`src/trigger_seq_pkg.sv`:
```
package trigger_seq_pkg;

  localparam int unsigned CLOCK_HZ   = 25_000_000;
  localparam int unsigned QUEUE_LEN  = 8;
  localparam int unsigned IN_COUNT   = 16;
  localparam int unsigned OUT_COUNT  = 32;
  localparam int unsigned INT_COUNT  = 4;

  // register byte addresses
  localparam logic [7:0] ADDR_CTRL   = 8'h00;
  localparam logic [7:0] ADDR_STATUS = 8'h04;
  localparam logic [7:0] ADDR_TLIM0  = 8'h08;
  localparam logic [7:0] ADDR_TLIM1  = 8'h0c;
  localparam logic [7:0] ADDR_CLIM0  = 8'h10;
  localparam logic [7:0] ADDR_CLIM1  = 8'h14;
  localparam logic [7:0] ADDR_SDLIM  = 8'h18;
  localparam logic [7:0] ADDR_LIT    = 8'h1c;
  localparam logic [7:0] ADDR_HOLD   = 8'h20;
  localparam logic [7:0] ADDR_WDLIM  = 8'h24;
  localparam logic [7:0] ADDR_ISTAT  = 8'h28;
  localparam logic [7:0] ADDR_IMASK  = 8'h2c;
  localparam logic [7:0] ADDR_QUEUE  = 8'h40;
  localparam logic [7:0] ADDR_QEND   = 8'h5c;

  localparam logic [15:0] LIMIT_RESET = 16'h0000;
  localparam logic [5:0]  ISTAT_RESET = 6'h00;

  // interrupt status bit positions
  localparam int unsigned INT_STEP_BIT = 4;
  localparam int unsigned INT_WDOG_BIT = 5;
  localparam int unsigned INT_BITS     = 6;

  // step opcodes, upper nibble of a step
  localparam logic [3:0] OP_NOP      = 4'h0;
  localparam logic [3:0] OP_WAIT_IN  = 4'h1;
  localparam logic [3:0] OP_EMIT_LO  = 4'h2;
  localparam logic [3:0] OP_EMIT_HI  = 4'h3;
  localparam logic [3:0] OP_WAIT_TMR = 4'h4;
  localparam logic [3:0] OP_IRQ      = 4'h5;
  localparam logic [3:0] OP_JUMP     = 4'h6;
  localparam logic [3:0] OP_JUMP_CTR = 4'h7;
  localparam logic [3:0] OP_COPY     = 4'h8;
  localparam logic [3:0] OP_CTR_INC  = 4'h9;

  // copy targets
  localparam logic [2:0] COPY_TLIM0 = 3'h0;
  localparam logic [2:0] COPY_TLIM1 = 3'h1;
  localparam logic [2:0] COPY_CLIM0 = 3'h2;
  localparam logic [2:0] COPY_CLIM1 = 3'h3;
  localparam logic [2:0] COPY_SDLIM = 3'h4;
  localparam logic [2:0] COPY_LIT   = 3'h5;

  typedef struct packed {
    logic single_step;
    logic edge_falling;
    logic start;
    logic enable;
  } ctrl_type;

  typedef struct packed {
    logic [3:0] op;
    logic [3:0] arg;
  } step_type;

  typedef enum logic [2:0] {
    ST_IDLE  = 3'b001,
    ST_EXEC  = 3'b010,
    ST_DELAY = 3'b100
  } state_type;

endpackage

```
`src/trigger_sequencer.sv`:
```
// The APB register port and the register offsets were chosen for this implementation.
`timescale 1ns/1ps
module trigger_sequencer (
  input  wire logic                                    pclk,
  input  wire logic                                    presetn,
  input  wire logic                                    clk_en,
  input  wire logic                                    psel,
  input  wire logic                                    penable,
  input  wire logic                                    pwrite,
  input  wire logic [7:0]                              paddr,
  input  wire logic [31:0]                             pwdata,
  output logic      [31:0]                             prdata,
  output logic                                         pready,
  output logic                                         pslverr,
  input  wire logic [trigger_seq_pkg::IN_COUNT-1:0]    trig_in,
  output logic      [trigger_seq_pkg::OUT_COUNT-1:0]   trig_out,
  output logic                                         sequencer_output_18,
  output logic                                         sequencer_output_19,
  output logic      [trigger_seq_pkg::INT_COUNT-1:0]   step_irq,
  output logic                                         irq
);

  trigger_seq_pkg::ctrl_type  ctrl;
  trigger_seq_pkg::state_type state;
  trigger_seq_pkg::step_type  step;
  logic [7:0]  step_queue_regs [trigger_seq_pkg::QUEUE_LEN];
  logic [2:0]  ptr;
  logic [15:0] timer_limit [2];
  logic [15:0] counter_limit [2];
  logic [15:0] step_delay_limit;
  logic [15:0] literal_value;
  logic [15:0] general_hold_value;
  logic [15:0] wdog_limit;
  logic [15:0] timer_count [2];
  logic [15:0] counter_count [2];
  logic [15:0] delay_count;
  logic [15:0] wdog_count;
  logic [trigger_seq_pkg::INT_BITS-1:0] int_status;
  logic [trigger_seq_pkg::INT_BITS-1:0] int_mask;
  logic [trigger_seq_pkg::INT_BITS-1:0] int_event;
  logic [trigger_seq_pkg::IN_COUNT-1:0] trig_prev;
  logic [trigger_seq_pkg::IN_COUNT-1:0] trig_edge;
  logic        wr_en;
  logic        setup;
  logic        step_done;
  logic        step_fire;
  logic        waiting;
  logic        wdog_fire;
  logic [2:0]  next_ptr;
  logic [31:0] next_rdata;
  logic        next_err;

  function automatic logic [15:0] low16(input logic [31:0] d);
    return d[15:0];
  endfunction

  function automatic logic in_queue(input logic [7:0] a);
    return (a >= trigger_seq_pkg::ADDR_QUEUE) && (a <= trigger_seq_pkg::ADDR_QEND)
           && (a[1:0] == 2'h0);
  endfunction

  function automatic logic [2:0] queue_index(input logic [7:0] a);
    logic [7:0] off;
    off = a - trigger_seq_pkg::ADDR_QUEUE;
    return off[4:2];
  endfunction

  assign setup = psel && !penable;
  assign wr_en = clk_en && psel && penable && pready && pwrite;
  assign step  = trigger_seq_pkg::step_type'(step_queue_regs[ptr]);

  // one edge pick for all inputs, set by ctrl.edge_falling
  assign trig_edge = ctrl.edge_falling ? (trig_prev & ~trig_in)
                                       : (trig_in & ~trig_prev);

  // step evaluation
  always_comb begin
    step_done = 1'b0;
    waiting   = 1'b0;
    next_ptr  = ptr + 3'h1;
    unique case (step.op)
      trigger_seq_pkg::OP_WAIT_IN: begin
        step_done = trig_edge[step.arg];
        waiting   = !step_done;
      end
      trigger_seq_pkg::OP_WAIT_TMR: begin
        step_done = timer_count[step.arg[0]] >= timer_limit[step.arg[0]];
        waiting   = !step_done;
      end
      trigger_seq_pkg::OP_JUMP: begin
        step_done = 1'b1;
        next_ptr  = step.arg[2:0];
      end
      trigger_seq_pkg::OP_JUMP_CTR: begin
        step_done = 1'b1;
        if (counter_count[step.arg[3]] < counter_limit[step.arg[3]]) begin
          next_ptr = step.arg[2:0];
        end
      end
      default: begin
        step_done = 1'b1;
      end
    endcase
  end

  assign wdog_fire = (state == trigger_seq_pkg::ST_EXEC) && waiting
                     && (wdog_limit != trigger_seq_pkg::LIMIT_RESET)
                     && (wdog_count >= wdog_limit);

  // no step side effects once the sequence is stopped
  assign step_fire = (state == trigger_seq_pkg::ST_EXEC) && step_done
                     && ctrl.enable && ctrl.start;

  always_comb begin
    int_event = '0;
    if (step_fire) begin
      if (step.op == trigger_seq_pkg::OP_IRQ) begin
        int_event[step.arg[1:0]] = 1'b1;
      end
      int_event[trigger_seq_pkg::INT_STEP_BIT] = ctrl.single_step;
    end
    int_event[trigger_seq_pkg::INT_WDOG_BIT] = wdog_fire;
  end

  // control and sequencing
  always_ff @(posedge pclk or negedge presetn) begin
    if (!presetn) begin
      ctrl  <= '0;
      state <= trigger_seq_pkg::ST_IDLE;
      ptr   <= 3'h0;
    end else if (clk_en) begin
      if (wr_en && paddr == trigger_seq_pkg::ADDR_CTRL) begin
        ctrl <= trigger_seq_pkg::ctrl_type'(pwdata[3:0]);
      end
      unique case (state)
        trigger_seq_pkg::ST_IDLE: begin
          if (ctrl.enable && ctrl.start) begin
            state <= trigger_seq_pkg::ST_EXEC;
          end
        end
        trigger_seq_pkg::ST_EXEC: begin
          if (wdog_fire) begin
            ctrl.start <= 1'b0;
            state      <= trigger_seq_pkg::ST_IDLE;
          end else if (!(ctrl.enable && ctrl.start)) begin
            state <= trigger_seq_pkg::ST_IDLE;
          end else if (step_done) begin
            ptr <= next_ptr;
            if (step_delay_limit != trigger_seq_pkg::LIMIT_RESET) begin
              state <= trigger_seq_pkg::ST_DELAY;
            end
          end
        end
        trigger_seq_pkg::ST_DELAY: begin
          if (!(ctrl.enable && ctrl.start)) begin
            state <= trigger_seq_pkg::ST_IDLE;
          end else if (delay_count >= step_delay_limit) begin
            state <= trigger_seq_pkg::ST_EXEC;
          end
        end
      endcase
      if (!ctrl.enable) begin
        ptr <= 3'h0;
      end
    end
  end

  // queue, limits, hold and literal
  always_ff @(posedge pclk or negedge presetn) begin
    if (!presetn) begin
      for (int i = 0; i < trigger_seq_pkg::QUEUE_LEN; i++) begin
        step_queue_regs[i] <= 8'h00;
      end
      timer_limit        <= '{default: trigger_seq_pkg::LIMIT_RESET};
      counter_limit      <= '{default: trigger_seq_pkg::LIMIT_RESET};
      step_delay_limit   <= trigger_seq_pkg::LIMIT_RESET;
      literal_value      <= trigger_seq_pkg::LIMIT_RESET;
      general_hold_value <= trigger_seq_pkg::LIMIT_RESET;
      wdog_limit         <= trigger_seq_pkg::LIMIT_RESET;
    end else if (clk_en) begin
      if (wr_en) begin
        if (in_queue(paddr)) begin
          step_queue_regs[queue_index(paddr)] <= pwdata[7:0];
        end
        unique case (paddr)
          trigger_seq_pkg::ADDR_TLIM0: timer_limit[0]     <= low16(pwdata);
          trigger_seq_pkg::ADDR_TLIM1: timer_limit[1]     <= low16(pwdata);
          trigger_seq_pkg::ADDR_CLIM0: counter_limit[0]   <= low16(pwdata);
          trigger_seq_pkg::ADDR_CLIM1: counter_limit[1]   <= low16(pwdata);
          trigger_seq_pkg::ADDR_SDLIM: step_delay_limit   <= low16(pwdata);
          trigger_seq_pkg::ADDR_LIT:   literal_value      <= low16(pwdata);
          trigger_seq_pkg::ADDR_WDLIM: wdog_limit         <= low16(pwdata);
          trigger_seq_pkg::ADDR_HOLD: begin
            if (!(ctrl.enable && ctrl.start)) begin
              general_hold_value <= low16(pwdata);
            end
          end
          default: begin
          end
        endcase
      end
      if (step_fire && step.op == trigger_seq_pkg::OP_COPY) begin
        unique case (step.arg[2:0])
          trigger_seq_pkg::COPY_TLIM0: timer_limit[0]   <= general_hold_value;
          trigger_seq_pkg::COPY_TLIM1: timer_limit[1]   <= general_hold_value;
          trigger_seq_pkg::COPY_CLIM0: counter_limit[0] <= general_hold_value;
          trigger_seq_pkg::COPY_CLIM1: counter_limit[1] <= general_hold_value;
          trigger_seq_pkg::COPY_SDLIM: step_delay_limit <= general_hold_value;
          trigger_seq_pkg::COPY_LIT:   literal_value    <= general_hold_value;
          default: begin
          end
        endcase
      end
    end
  end

  // timers, counters, step delay, watchdog
  always_ff @(posedge pclk or negedge presetn) begin
    if (!presetn) begin
      timer_count   <= '{default: trigger_seq_pkg::LIMIT_RESET};
      counter_count <= '{default: trigger_seq_pkg::LIMIT_RESET};
      delay_count   <= trigger_seq_pkg::LIMIT_RESET;
      wdog_count    <= trigger_seq_pkg::LIMIT_RESET;
      trig_prev     <= '0;
    end else if (clk_en) begin
      trig_prev <= trig_in;
      for (int t = 0; t < 2; t++) begin
        if (state == trigger_seq_pkg::ST_EXEC && step.op == trigger_seq_pkg::OP_WAIT_TMR
            && step.arg[0] == t[0] && !step_done) begin
          timer_count[t] <= timer_count[t] + 16'h0001;
        end else begin
          timer_count[t] <= trigger_seq_pkg::LIMIT_RESET;
        end
      end
      if (step_fire) begin
        if (step.op == trigger_seq_pkg::OP_JUMP_CTR) begin
          if (counter_count[step.arg[3]] < counter_limit[step.arg[3]]) begin
            counter_count[step.arg[3]] <= counter_count[step.arg[3]] + 16'h0001;
          end else begin
            counter_count[step.arg[3]] <= trigger_seq_pkg::LIMIT_RESET;
          end
        end else if (step.op == trigger_seq_pkg::OP_CTR_INC) begin
          if (counter_count[step.arg[0]] >= counter_limit[step.arg[0]]) begin
            counter_count[step.arg[0]] <= trigger_seq_pkg::LIMIT_RESET;
          end else begin
            counter_count[step.arg[0]] <= counter_count[step.arg[0]] + 16'h0001;
          end
        end
      end
      if (state == trigger_seq_pkg::ST_DELAY) begin
        delay_count <= delay_count + 16'h0001;
      end else begin
        delay_count <= 16'h0001;
      end
      if (state == trigger_seq_pkg::ST_EXEC && waiting) begin
        wdog_count <= wdog_count + 16'h0001;
      end else begin
        wdog_count <= trigger_seq_pkg::LIMIT_RESET;
      end
    end
  end

  // trigger outputs and interrupts
  always_ff @(posedge pclk or negedge presetn) begin
    if (!presetn) begin
      trig_out            <= '0;
      sequencer_output_18 <= 1'b0;
      sequencer_output_19 <= 1'b0;
      int_status          <= trigger_seq_pkg::ISTAT_RESET;
      int_mask            <= trigger_seq_pkg::ISTAT_RESET;
      step_irq            <= '0;
      irq                 <= 1'b0;
    end else if (clk_en) begin
      trig_out            <= '0;
      sequencer_output_18 <= 1'b0;
      sequencer_output_19 <= 1'b0;
      if (step_fire) begin
        if (step.op == trigger_seq_pkg::OP_EMIT_LO) begin
          trig_out[{1'b0, step.arg}] <= 1'b1;
        end
        if (step.op == trigger_seq_pkg::OP_EMIT_HI) begin
          trig_out[{1'b1, step.arg}] <= 1'b1;
          sequencer_output_18 <= (step.arg == 4'h2);
          sequencer_output_19 <= (step.arg == 4'h3);
        end
      end
      if (wr_en && paddr == trigger_seq_pkg::ADDR_IMASK) begin
        int_mask <= pwdata[trigger_seq_pkg::INT_BITS-1:0];
      end
      if (wr_en && paddr == trigger_seq_pkg::ADDR_ISTAT) begin
        int_status <= (int_status & ~pwdata[trigger_seq_pkg::INT_BITS-1:0]) | int_event;
      end else begin
        int_status <= int_status | int_event;
      end
      step_irq <= int_status[trigger_seq_pkg::INT_COUNT-1:0]
                  & int_mask[trigger_seq_pkg::INT_COUNT-1:0];
      irq      <= |(int_status & int_mask);
    end
  end

  // apb read data and handshake
  always_comb begin
    next_rdata = 32'h0000_0000;
    next_err   = 1'b0;
    if (in_queue(paddr)) begin
      next_rdata = {24'h00_0000, step_queue_regs[queue_index(paddr)]};
    end else begin
      unique case (paddr)
        trigger_seq_pkg::ADDR_CTRL:   next_rdata = {28'h000_0000, ctrl};
        trigger_seq_pkg::ADDR_STATUS: next_rdata = {16'h0000, 5'h00, state, 5'h00, ptr};
        trigger_seq_pkg::ADDR_TLIM0:  next_rdata = {16'h0000, timer_limit[0]};
        trigger_seq_pkg::ADDR_TLIM1:  next_rdata = {16'h0000, timer_limit[1]};
        trigger_seq_pkg::ADDR_CLIM0:  next_rdata = {16'h0000, counter_limit[0]};
        trigger_seq_pkg::ADDR_CLIM1:  next_rdata = {16'h0000, counter_limit[1]};
        trigger_seq_pkg::ADDR_SDLIM:  next_rdata = {16'h0000, step_delay_limit};
        trigger_seq_pkg::ADDR_LIT:    next_rdata = {16'h0000, literal_value};
        trigger_seq_pkg::ADDR_HOLD:   next_rdata = {16'h0000, general_hold_value};
        trigger_seq_pkg::ADDR_WDLIM:  next_rdata = {16'h0000, wdog_limit};
        trigger_seq_pkg::ADDR_ISTAT:  next_rdata = {26'h000_0000, int_status};
        trigger_seq_pkg::ADDR_IMASK:  next_rdata = {26'h000_0000, int_mask};
        default:                      next_err   = 1'b1;
      endcase
    end
  end

  always_ff @(posedge pclk or negedge presetn) begin
    if (!presetn) begin
      prdata  <= 32'h0000_0000;
      pready  <= 1'b0;
      pslverr <= 1'b0;
    end else if (clk_en) begin
      pready  <= setup;
      pslverr <= setup && next_err;
      if (setup && !pwrite) begin
        prdata <= next_rdata;
      end
    end
  end

endmodule // trigger_sequencer

```
`config.mk`:
```
export PLATFORM = sky130hd
export DESIGN_NAME = trigger_sequencer
export DESIGN_NICKNAME = d
export VERILOG_FILES = /design/src/trigger_seq_pkg.sv /design/src/trigger_sequencer.sv
export SDC_FILE = /design/constraint.sdc
export NUM_CORES = 1
export LEC_CHECK = 0
export BUFFER_PORTS_ARGS = -buffer_cell sky130_fd_sc_hd__buf_2
export CELL_PAD_IN_SITES_DETAIL_PLACEMENT = 1
export CELL_PAD_IN_SITES_GLOBAL_PLACEMENT = 1
export CORE_ASPECT_RATIO = 1.1
export CORE_UTILIZATION = 40
export CTS_CLUSTER_SIZE = 14
export DETAILED_ROUTE_END_ITERATION = 6
export PLACE_DENSITY_LB_ADDON = 0.2
export SYNTH_ARGS = -nofsm -noshare
export SYNTH_HDL_FRONTEND = slang
export SYNTH_SLANG_ARGS = --single-unit
```
`constraint.sdc`:
```
create_clock -name pclk -period 7.8 [get_ports pclk]
set_clock_uncertainty 0.1 [all_clocks]
set_input_delay 1.56 -clock pclk [delete_from_list [all_inputs] [get_ports pclk]]
set_output_delay 1.56 -clock pclk [all_outputs]
set_load 0.02 [all_outputs]
```
; ---- Yosys cells after proc, flatten, opt, wreduce, memory -nomap -nowiden
; Cells that the tools add are included.
[totals]
reg_bits = 399
inputBits = 62
wordCells = 286
[op_classes]
n_addsub = 8
n_lt_le_gt_ge = 21
eq_ne = 38
n_mux = 106
bitwise = 21
reduce_logical = 53
[ops]
columns = cell, n
row1 = $mux W16, 43
row2 = $mux W32, 12
row3 = $pmux W16 S12, 1
row4 = $add A16 B1 Y16 const B, 6
row5 = $and A32 B32 Y32, 2
row6 = $bwmux W32, 2
row7 = $bwmux W64, 1
row8 = $ge A16 B16 Y1, 4
row9 = $not A32 Y32, 2
row10 = $bmux W8 S3, 2
row11 = $mux W8, 5
row12 = $mux W3, 13
row13 = $and A16 B16 Y16, 2
row14 = $demux W16 S1, 2
row15 = $eq A8 B5 Y1 const B, 4
row16 = $eq A8 B6 Y1 const B, 4
row17 = $not A16 Y16, 2
row18 = $or A32 B32 Y32, 1
row19 = $reduce_bool A16 Y1, 2
row20 = $logic_and A1 B1 Y1, 31
row21 = $demux W8 S3, 1
row22 = $eq A4 B2 Y1 const B, 4
row23 = $eq A4 B3 Y1 const B, 4
row24 = $eq A8 B4 Y1 const B, 2
row25 = other kinds (55), 95

; ---- Longest topological paths before layout
[logic_depth]
word_depth = 18
ltp_mapped = 23

; ---- Worst setup path before layout
; No wires, ideal clock.
[synth_path]
path_kind = register to register
start = register ptr[0]
end = register state[0]
t_arrival_ns = 5.228
required_ns = 7.615
path_slack_ns = 2.388
stages_incl_launch_ff = 22
synth_period_minus_slack_ns = 5.412
path_cell_list = dfrtp_1 buf_6 mux4_2 mux2_2 buf_1 buf_2 buf_2 buf_1 buf_1 mux2i_1 ha_1 a21o_1 a21o_1 a211oi_1 o21ai_0 a211oi_2 a41oi_2 nand2b_1 buf_2 a211oi_4 o31a_1 mux2_1
[synth_between]
elab_chain_len = 16
elab_cells_between_ends = 28
[synth_lines]
columns = element, line_no
row1 = "start, declared", trigger_sequencer.sv:27  ; logic [2:0] ptr;
row2 = "start signal, assigned", trigger_sequencer.sv:148  ; ptr <= next_ptr;
row3 = $not A3 Y4 (not written as such) (*), trigger_sequencer.sv:70  ; assign step = trigger_seq_pkg::step_type'(step_queue_regs[ptr]);
row4 = $bmux W8 S3 (*), trigger_sequencer.sv:70
row5 = $mux W8 (not written as such) (*) (2 in series), trigger_sequencer.sv:70
row6 = $not A1 Y2 (not written as such), trigger_sequencer.sv:87  ; step_done = timer_count[step.arg[0]] >= timer_limit[step.arg[0]];
row7 = $mux W16 (not written as such) (3 in series), trigger_sequencer.sv:87
row8 = $ge A16 B16 Y1, trigger_sequencer.sv:87
row9 = $logic_not A1 Y1, trigger_sequencer.sv:88  ; waiting = !step_done;
row10 = $pmux W1 S2, trigger_sequencer.sv:81  ; unique case (step.op)
row11 = $logic_and A1 B1 Y1, trigger_sequencer.sv:106  ; assign wdog_fire = (state == trigger_seq_pkg::ST_EXEC) && waiting
row12 = $logic_and A1 B1 Y1, trigger_sequencer.sv:107  ; && (wdog_limit != trigger_seq_pkg::LIMIT_RESET)
row13 = $logic_and A1 B1 Y1, trigger_sequencer.sv:108  ; && (wdog_count >= wdog_limit);
row14 = $ne A4 B4 Y1 (no source line) or $mux W3 (tied branches), -
row15 = $reduce_and A5 Y1 (no source line) or $pmux W3 S3 (tied branches), -
row16 = "end signal, assigned", trigger_sequencer.sv:129  ; state <= trigger_seq_pkg::ST_IDLE;
row17 = "end signal, assigned", trigger_sequencer.sv:138  ; state <= trigger_seq_pkg::ST_EXEC;
row18 = "end signal, assigned", trigger_sequencer.sv:144  ; state <= trigger_seq_pkg::ST_IDLE;
row19 = "end, declared", trigger_sequencer.sv:24  ; trigger_seq_pkg::state_type state;
; Mark *: on every way between the ends. The rest lies on a longest branch, timed or not. The select of a mux whose other input is x is not followed.
; A chain may end at the register's enable or synchronous reset.

; ---- Worst setup path after layout
[layout_path]
start = register ptr[0]
end = register counter_count[18] (netlist bit)
[layout_between]
elab_chain_len = 14
elab_cells_between_ends = 61
[layout_lines]
columns = element, line_no
row1 = $not A3 Y4 (not written as such) (*), trigger_sequencer.sv:70
row2 = $bmux W8 S3 (*), trigger_sequencer.sv:70
row3 = $mux W8 (not written as such) (*) (2 in series), trigger_sequencer.sv:70
row4 = $not A1 Y2 (not written as such), -
row5 = "$mux W16 (not written as such), or another cell as far along", trigger_sequencer.sv:87
row6 = $mux W16 (not written as such) or $logic_and A1 B1 Y1 (tied branches), "trigger_sequencer.sv:87, trigger_sequencer.sv:244, trigger_sequencer.sv:246"
row7 = "$mux W16, on equally long branches", "trigger_sequencer.sv:87, trigger_sequencer.sv:244, trigger_sequencer.sv:246"
row8 = $ge A16 B16 Y1 or $demux W16 S1 (tied branches), "trigger_sequencer.sv:87, trigger_sequencer.sv:244, trigger_sequencer.sv:246"
row9 = $pmux W1 S2 or $not A32 Y32 (tied branches), -
row10 = $logic_and A1 B1 Y1 or $and A32 B32 Y32 (tied branches), -
row11 = $logic_and A1 B1 Y1 or $mux W32 (tied branches), "trigger_sequencer.sv:112, trigger_sequencer.sv:243"
row12 = $logic_and A1 B1 Y1 or $mux W32 (tied branches), "trigger_sequencer.sv:112, trigger_sequencer.sv:242"
row13 = $reduce_and A3 Y1 (no source line) or $mux W32 (tied branches), -
row14 = "end signal, assigned by index", trigger_sequencer.sv:238  ; counter_count[step.arg[3]] <= counter_count[step.arg[3]] + 16'h0001;
row15 = "end signal, assigned by index", trigger_sequencer.sv:240  ; counter_count[step.arg[3]] <= trigger_seq_pkg::LIMIT_RESET;
row16 = "end signal, assigned by index", trigger_sequencer.sv:244  ; counter_count[step.arg[0]] <= trigger_seq_pkg::LIMIT_RESET;
row17 = "end, declared", trigger_sequencer.sv:35  ; logic [15:0] counter_count [2];
; Marks and branches as above.

==> out/qor.csv <==
metric,value,unit
cpMostUsedCell,a21o_1,
cts_hold_buf,0,
grt_max_degree,112,
via_per_inst,6.14,
pre_cts_slack,1.33,ns
cts_buffers,46,
yosys.area.top_type,dfrtp_1,
synth_top_area_frac,0.413,
status,"finished, final reports clean",
path_cells,mux4_2 -> mux2_4 -> mux2i_1 -> ha_1 -> a21o_1 -> a21o_1 -> a211oi_1 -> o21ai_0 -> a211oi_2 -> a41oi_2 -> nand4_1 -> or3_1 -> nor3_1 -> o22a_1,
crit_type,flip-flop to flip-flop,
max_freq,0.155,GHz
drtIter0Drc,1625,
ctsHtreeMaxLevel,2,
p_leak,0.0114,uW
synthAdderAreaFrac,0.0468,
grtUsageMet3,0.0387,
slowest_delay,0.95,ns
grt_pass1_wl,127000,um
cts_tree,done,
peakVddDrop,0.190,mV
setup_viol_count_final,0,
busiest_layer,met2,
final_cell_mix,"380 x dfrtp_1, 241 x nand2_1, 220 x nor2_1, 163 x a21oi_1, 135 x o22ai_1",
place_congestion,0.891,
ys_types,82,
post-place-cells,3165,
hold_violations,0,
power_density,188,nW/um^2
chipWidth,231,um
port-buffer-count,102,
synth_warnings,0,
start_util,0.407,
gr-total-overflow,0,
worst_pin_slew,1.14,ns
tns,0,ns
synth.area.mux_share,0.127,
cp_data_arrival_time,6.85,ns
num_vias,19965,
postCtsSetupRepairBufs,0,
synthXorXnorAreaFrac,0.0255,
cp.buffers_inverters,0,
synth-async-reset-ratio,1.00,
hold_class,flip-flop to flip-flop,
cap_violations,0,
finalNetCount,2617,
synth_top_family_by_area,compound AO/OA/AOI/OAI gates,
critPathLaunchType,flip-flop,
rsz0062_at_grt,false,
final_max_slew_viol_count,0,
use_met1,0.372,
grt_pass1_vias,20932,
dp_hpwl,57800,um
crit_required,8.18,ns
synthCells,2451,
ys_ff_latch,381,
gr-usage-met2,0.462,
cts_resized,0,
clock_sinks,381,
fp.dieH,254,um
grt_use_total,0.279,
crit_slowest_cell,dfrtp_1,
ant_nets,0,
firstDrtPassIters,6,
drive_above_1_share,0.163,
synth.avg_cell_area,9.38,sq um
holdWs,0.374,ns
clockRootBuffer,clkbuf_16,
std_cell_rows,91,
io_pins,135,
synthFlopType,dfrtp_1,
relSlewSlack,0.237,
core-area,56500,sq um
cp_top_family,compound AO/OA/AOI/OAI gates,
synthToLayoutAreaGrowth,11.5,%
period_needed,6.47,ns
synth_compound_area_frac,0.176,
layout.cells.most_common,dfrtp_1,
synthesis.area,23000,sq um
path_clk_slew,0.06,ns
die-area,58500,sq um
synth-simple-area-share,0.156,
post_drt_wl_per_cell,24.8,um
instances_no_fill,3251,
clk_latency,0.61,ns
fin_ws,1.33,ns
synth-edff-count,0,
synthTopCellsByArea,"dfrtp_1 41%, mux2_2 6.1%, ha_1 4.7%, nand2_1 3.9%, o22ai_1 3.7%",
post-route-drc-count,0,
cts.path.max_buffers,3,
drt-total-wl,80500,um
fin_crit_sh,0.830,
antenna_found_initial,0,
cp_max_fo,42,
ys_seq_area_frac,0.415,
cp-end-kind,flip-flop,
[Yosys cell counts, types with 8 or more instances]
cell type	n
ha_1	86
mux2i_1	76
nand3_1	84
inv_1	111
buf_4	18
o22a_1	9
o21ai_0	102
a221oi_1	14
nor2b_1	17
mux4_2	32
nor3_1	27
nand2_1	241
a21o_1	29
nor3b_1	15
a21oi_1	163
xor2_1	32
buf_1	43
nand4_1	31
a211oi_1	8
clkbuf_1	105
xnor2_1	35
nand3b_1	15
dfrtp_1	380
a22o_1	14
o22ai_1	135
and2_1	14
mux2_2	125
and4_1	9
and3_1	19
nor2_1	220
buf_2	12
a22oi_1	38
a222oi_1	28
o2bb2ai_1	13
nand2b_1	16
a31oi_1	18
or3_1	9
nor4_1	12
[kinds of logic (layout without fill, tap and decap cells)]
logic type               Yosys count  after routing
AND/OR/NAND/NOR                  758            758
AO/OA/AOI/OAI                    626            626
flip-flops                       381            381
buffers and inverters            296            336
multiplexers                     236            236
adder cells (fa/ha/maj)           86             86
XOR/XNOR                          67             67
other                              1             17
[registers in the layout (all words and copies together), names as in the netlist, 16 cells and up]
name / flops
general_hold_value: 16
counter_count: 32
literal_value: 16
step_queue_regs: 64
wdog_count: 16
prdata: 16
timer_limit: 32
timer_count: 32
counter_limit: 32
step_delay_limit: 16
delay_count: 16
trig_prev: 16
trig_out: 30
wdog_limit: 16
[where the power goes]
part           internal, uW  switching [uW]
Combinational           144             277
Sequential             2040            75.6
Clock                  1350             940
Total                  3540            1290
[per-layer routing]
layer / vias up / part of all wire
met2: 591 / 0.48
met5: - / 0
li1: 8950 / -
met4: 0 / 0.033
met3: 140 / 0.050
met1: 10284 / 0.44
[cell type report]
| class | count | area, sq um |
|---|---|---|
| Antenna cell | 1 | 2.50 |
| Clock buffer | 63 | 1350 |
| Clock inverter | 22 | 280 |
| Fill cell | 6448 | 30800 |
| Inverter | 112 | 420 |
| Multi-Input combinational cell | 1789 | 12300 |
| Sequential cell | 381 | 9540 |
| Tap cell | 744 | 931 |
| Timing Repair Buffer | 139 | 817 |
[per-stage QoR]
step                utilization  instance area (sq um)  power, uW
floorplan                     -                  23100       2380
global placement          0.425                  24000       2550
detailed placement        0.425                  24000       2570
CTS                       0.454                  25600       4880
global route              0.454                  25600       5000
finish                    0.454                  25600       4830
[final timing paths]
path / from / endpoint / depth (start not counted) / slack, ns
min: prdata[14] / prdata[14] / 1 / 0.37
max: ptr[0] / counter_count[18] / 14 / 1.33
min reg2reg: prdata[14] / prdata[14] / 1 / 0.37
max in group asynchronous: presetn / wdog_count[8] / 2 / 5.34
max reg2reg: ptr[0] / counter_count[18] / 14 / 1.33
min in group asynchronous: presetn / trig_out[5] / 1 / 0.82
Power figures use the tool's default switching activity.
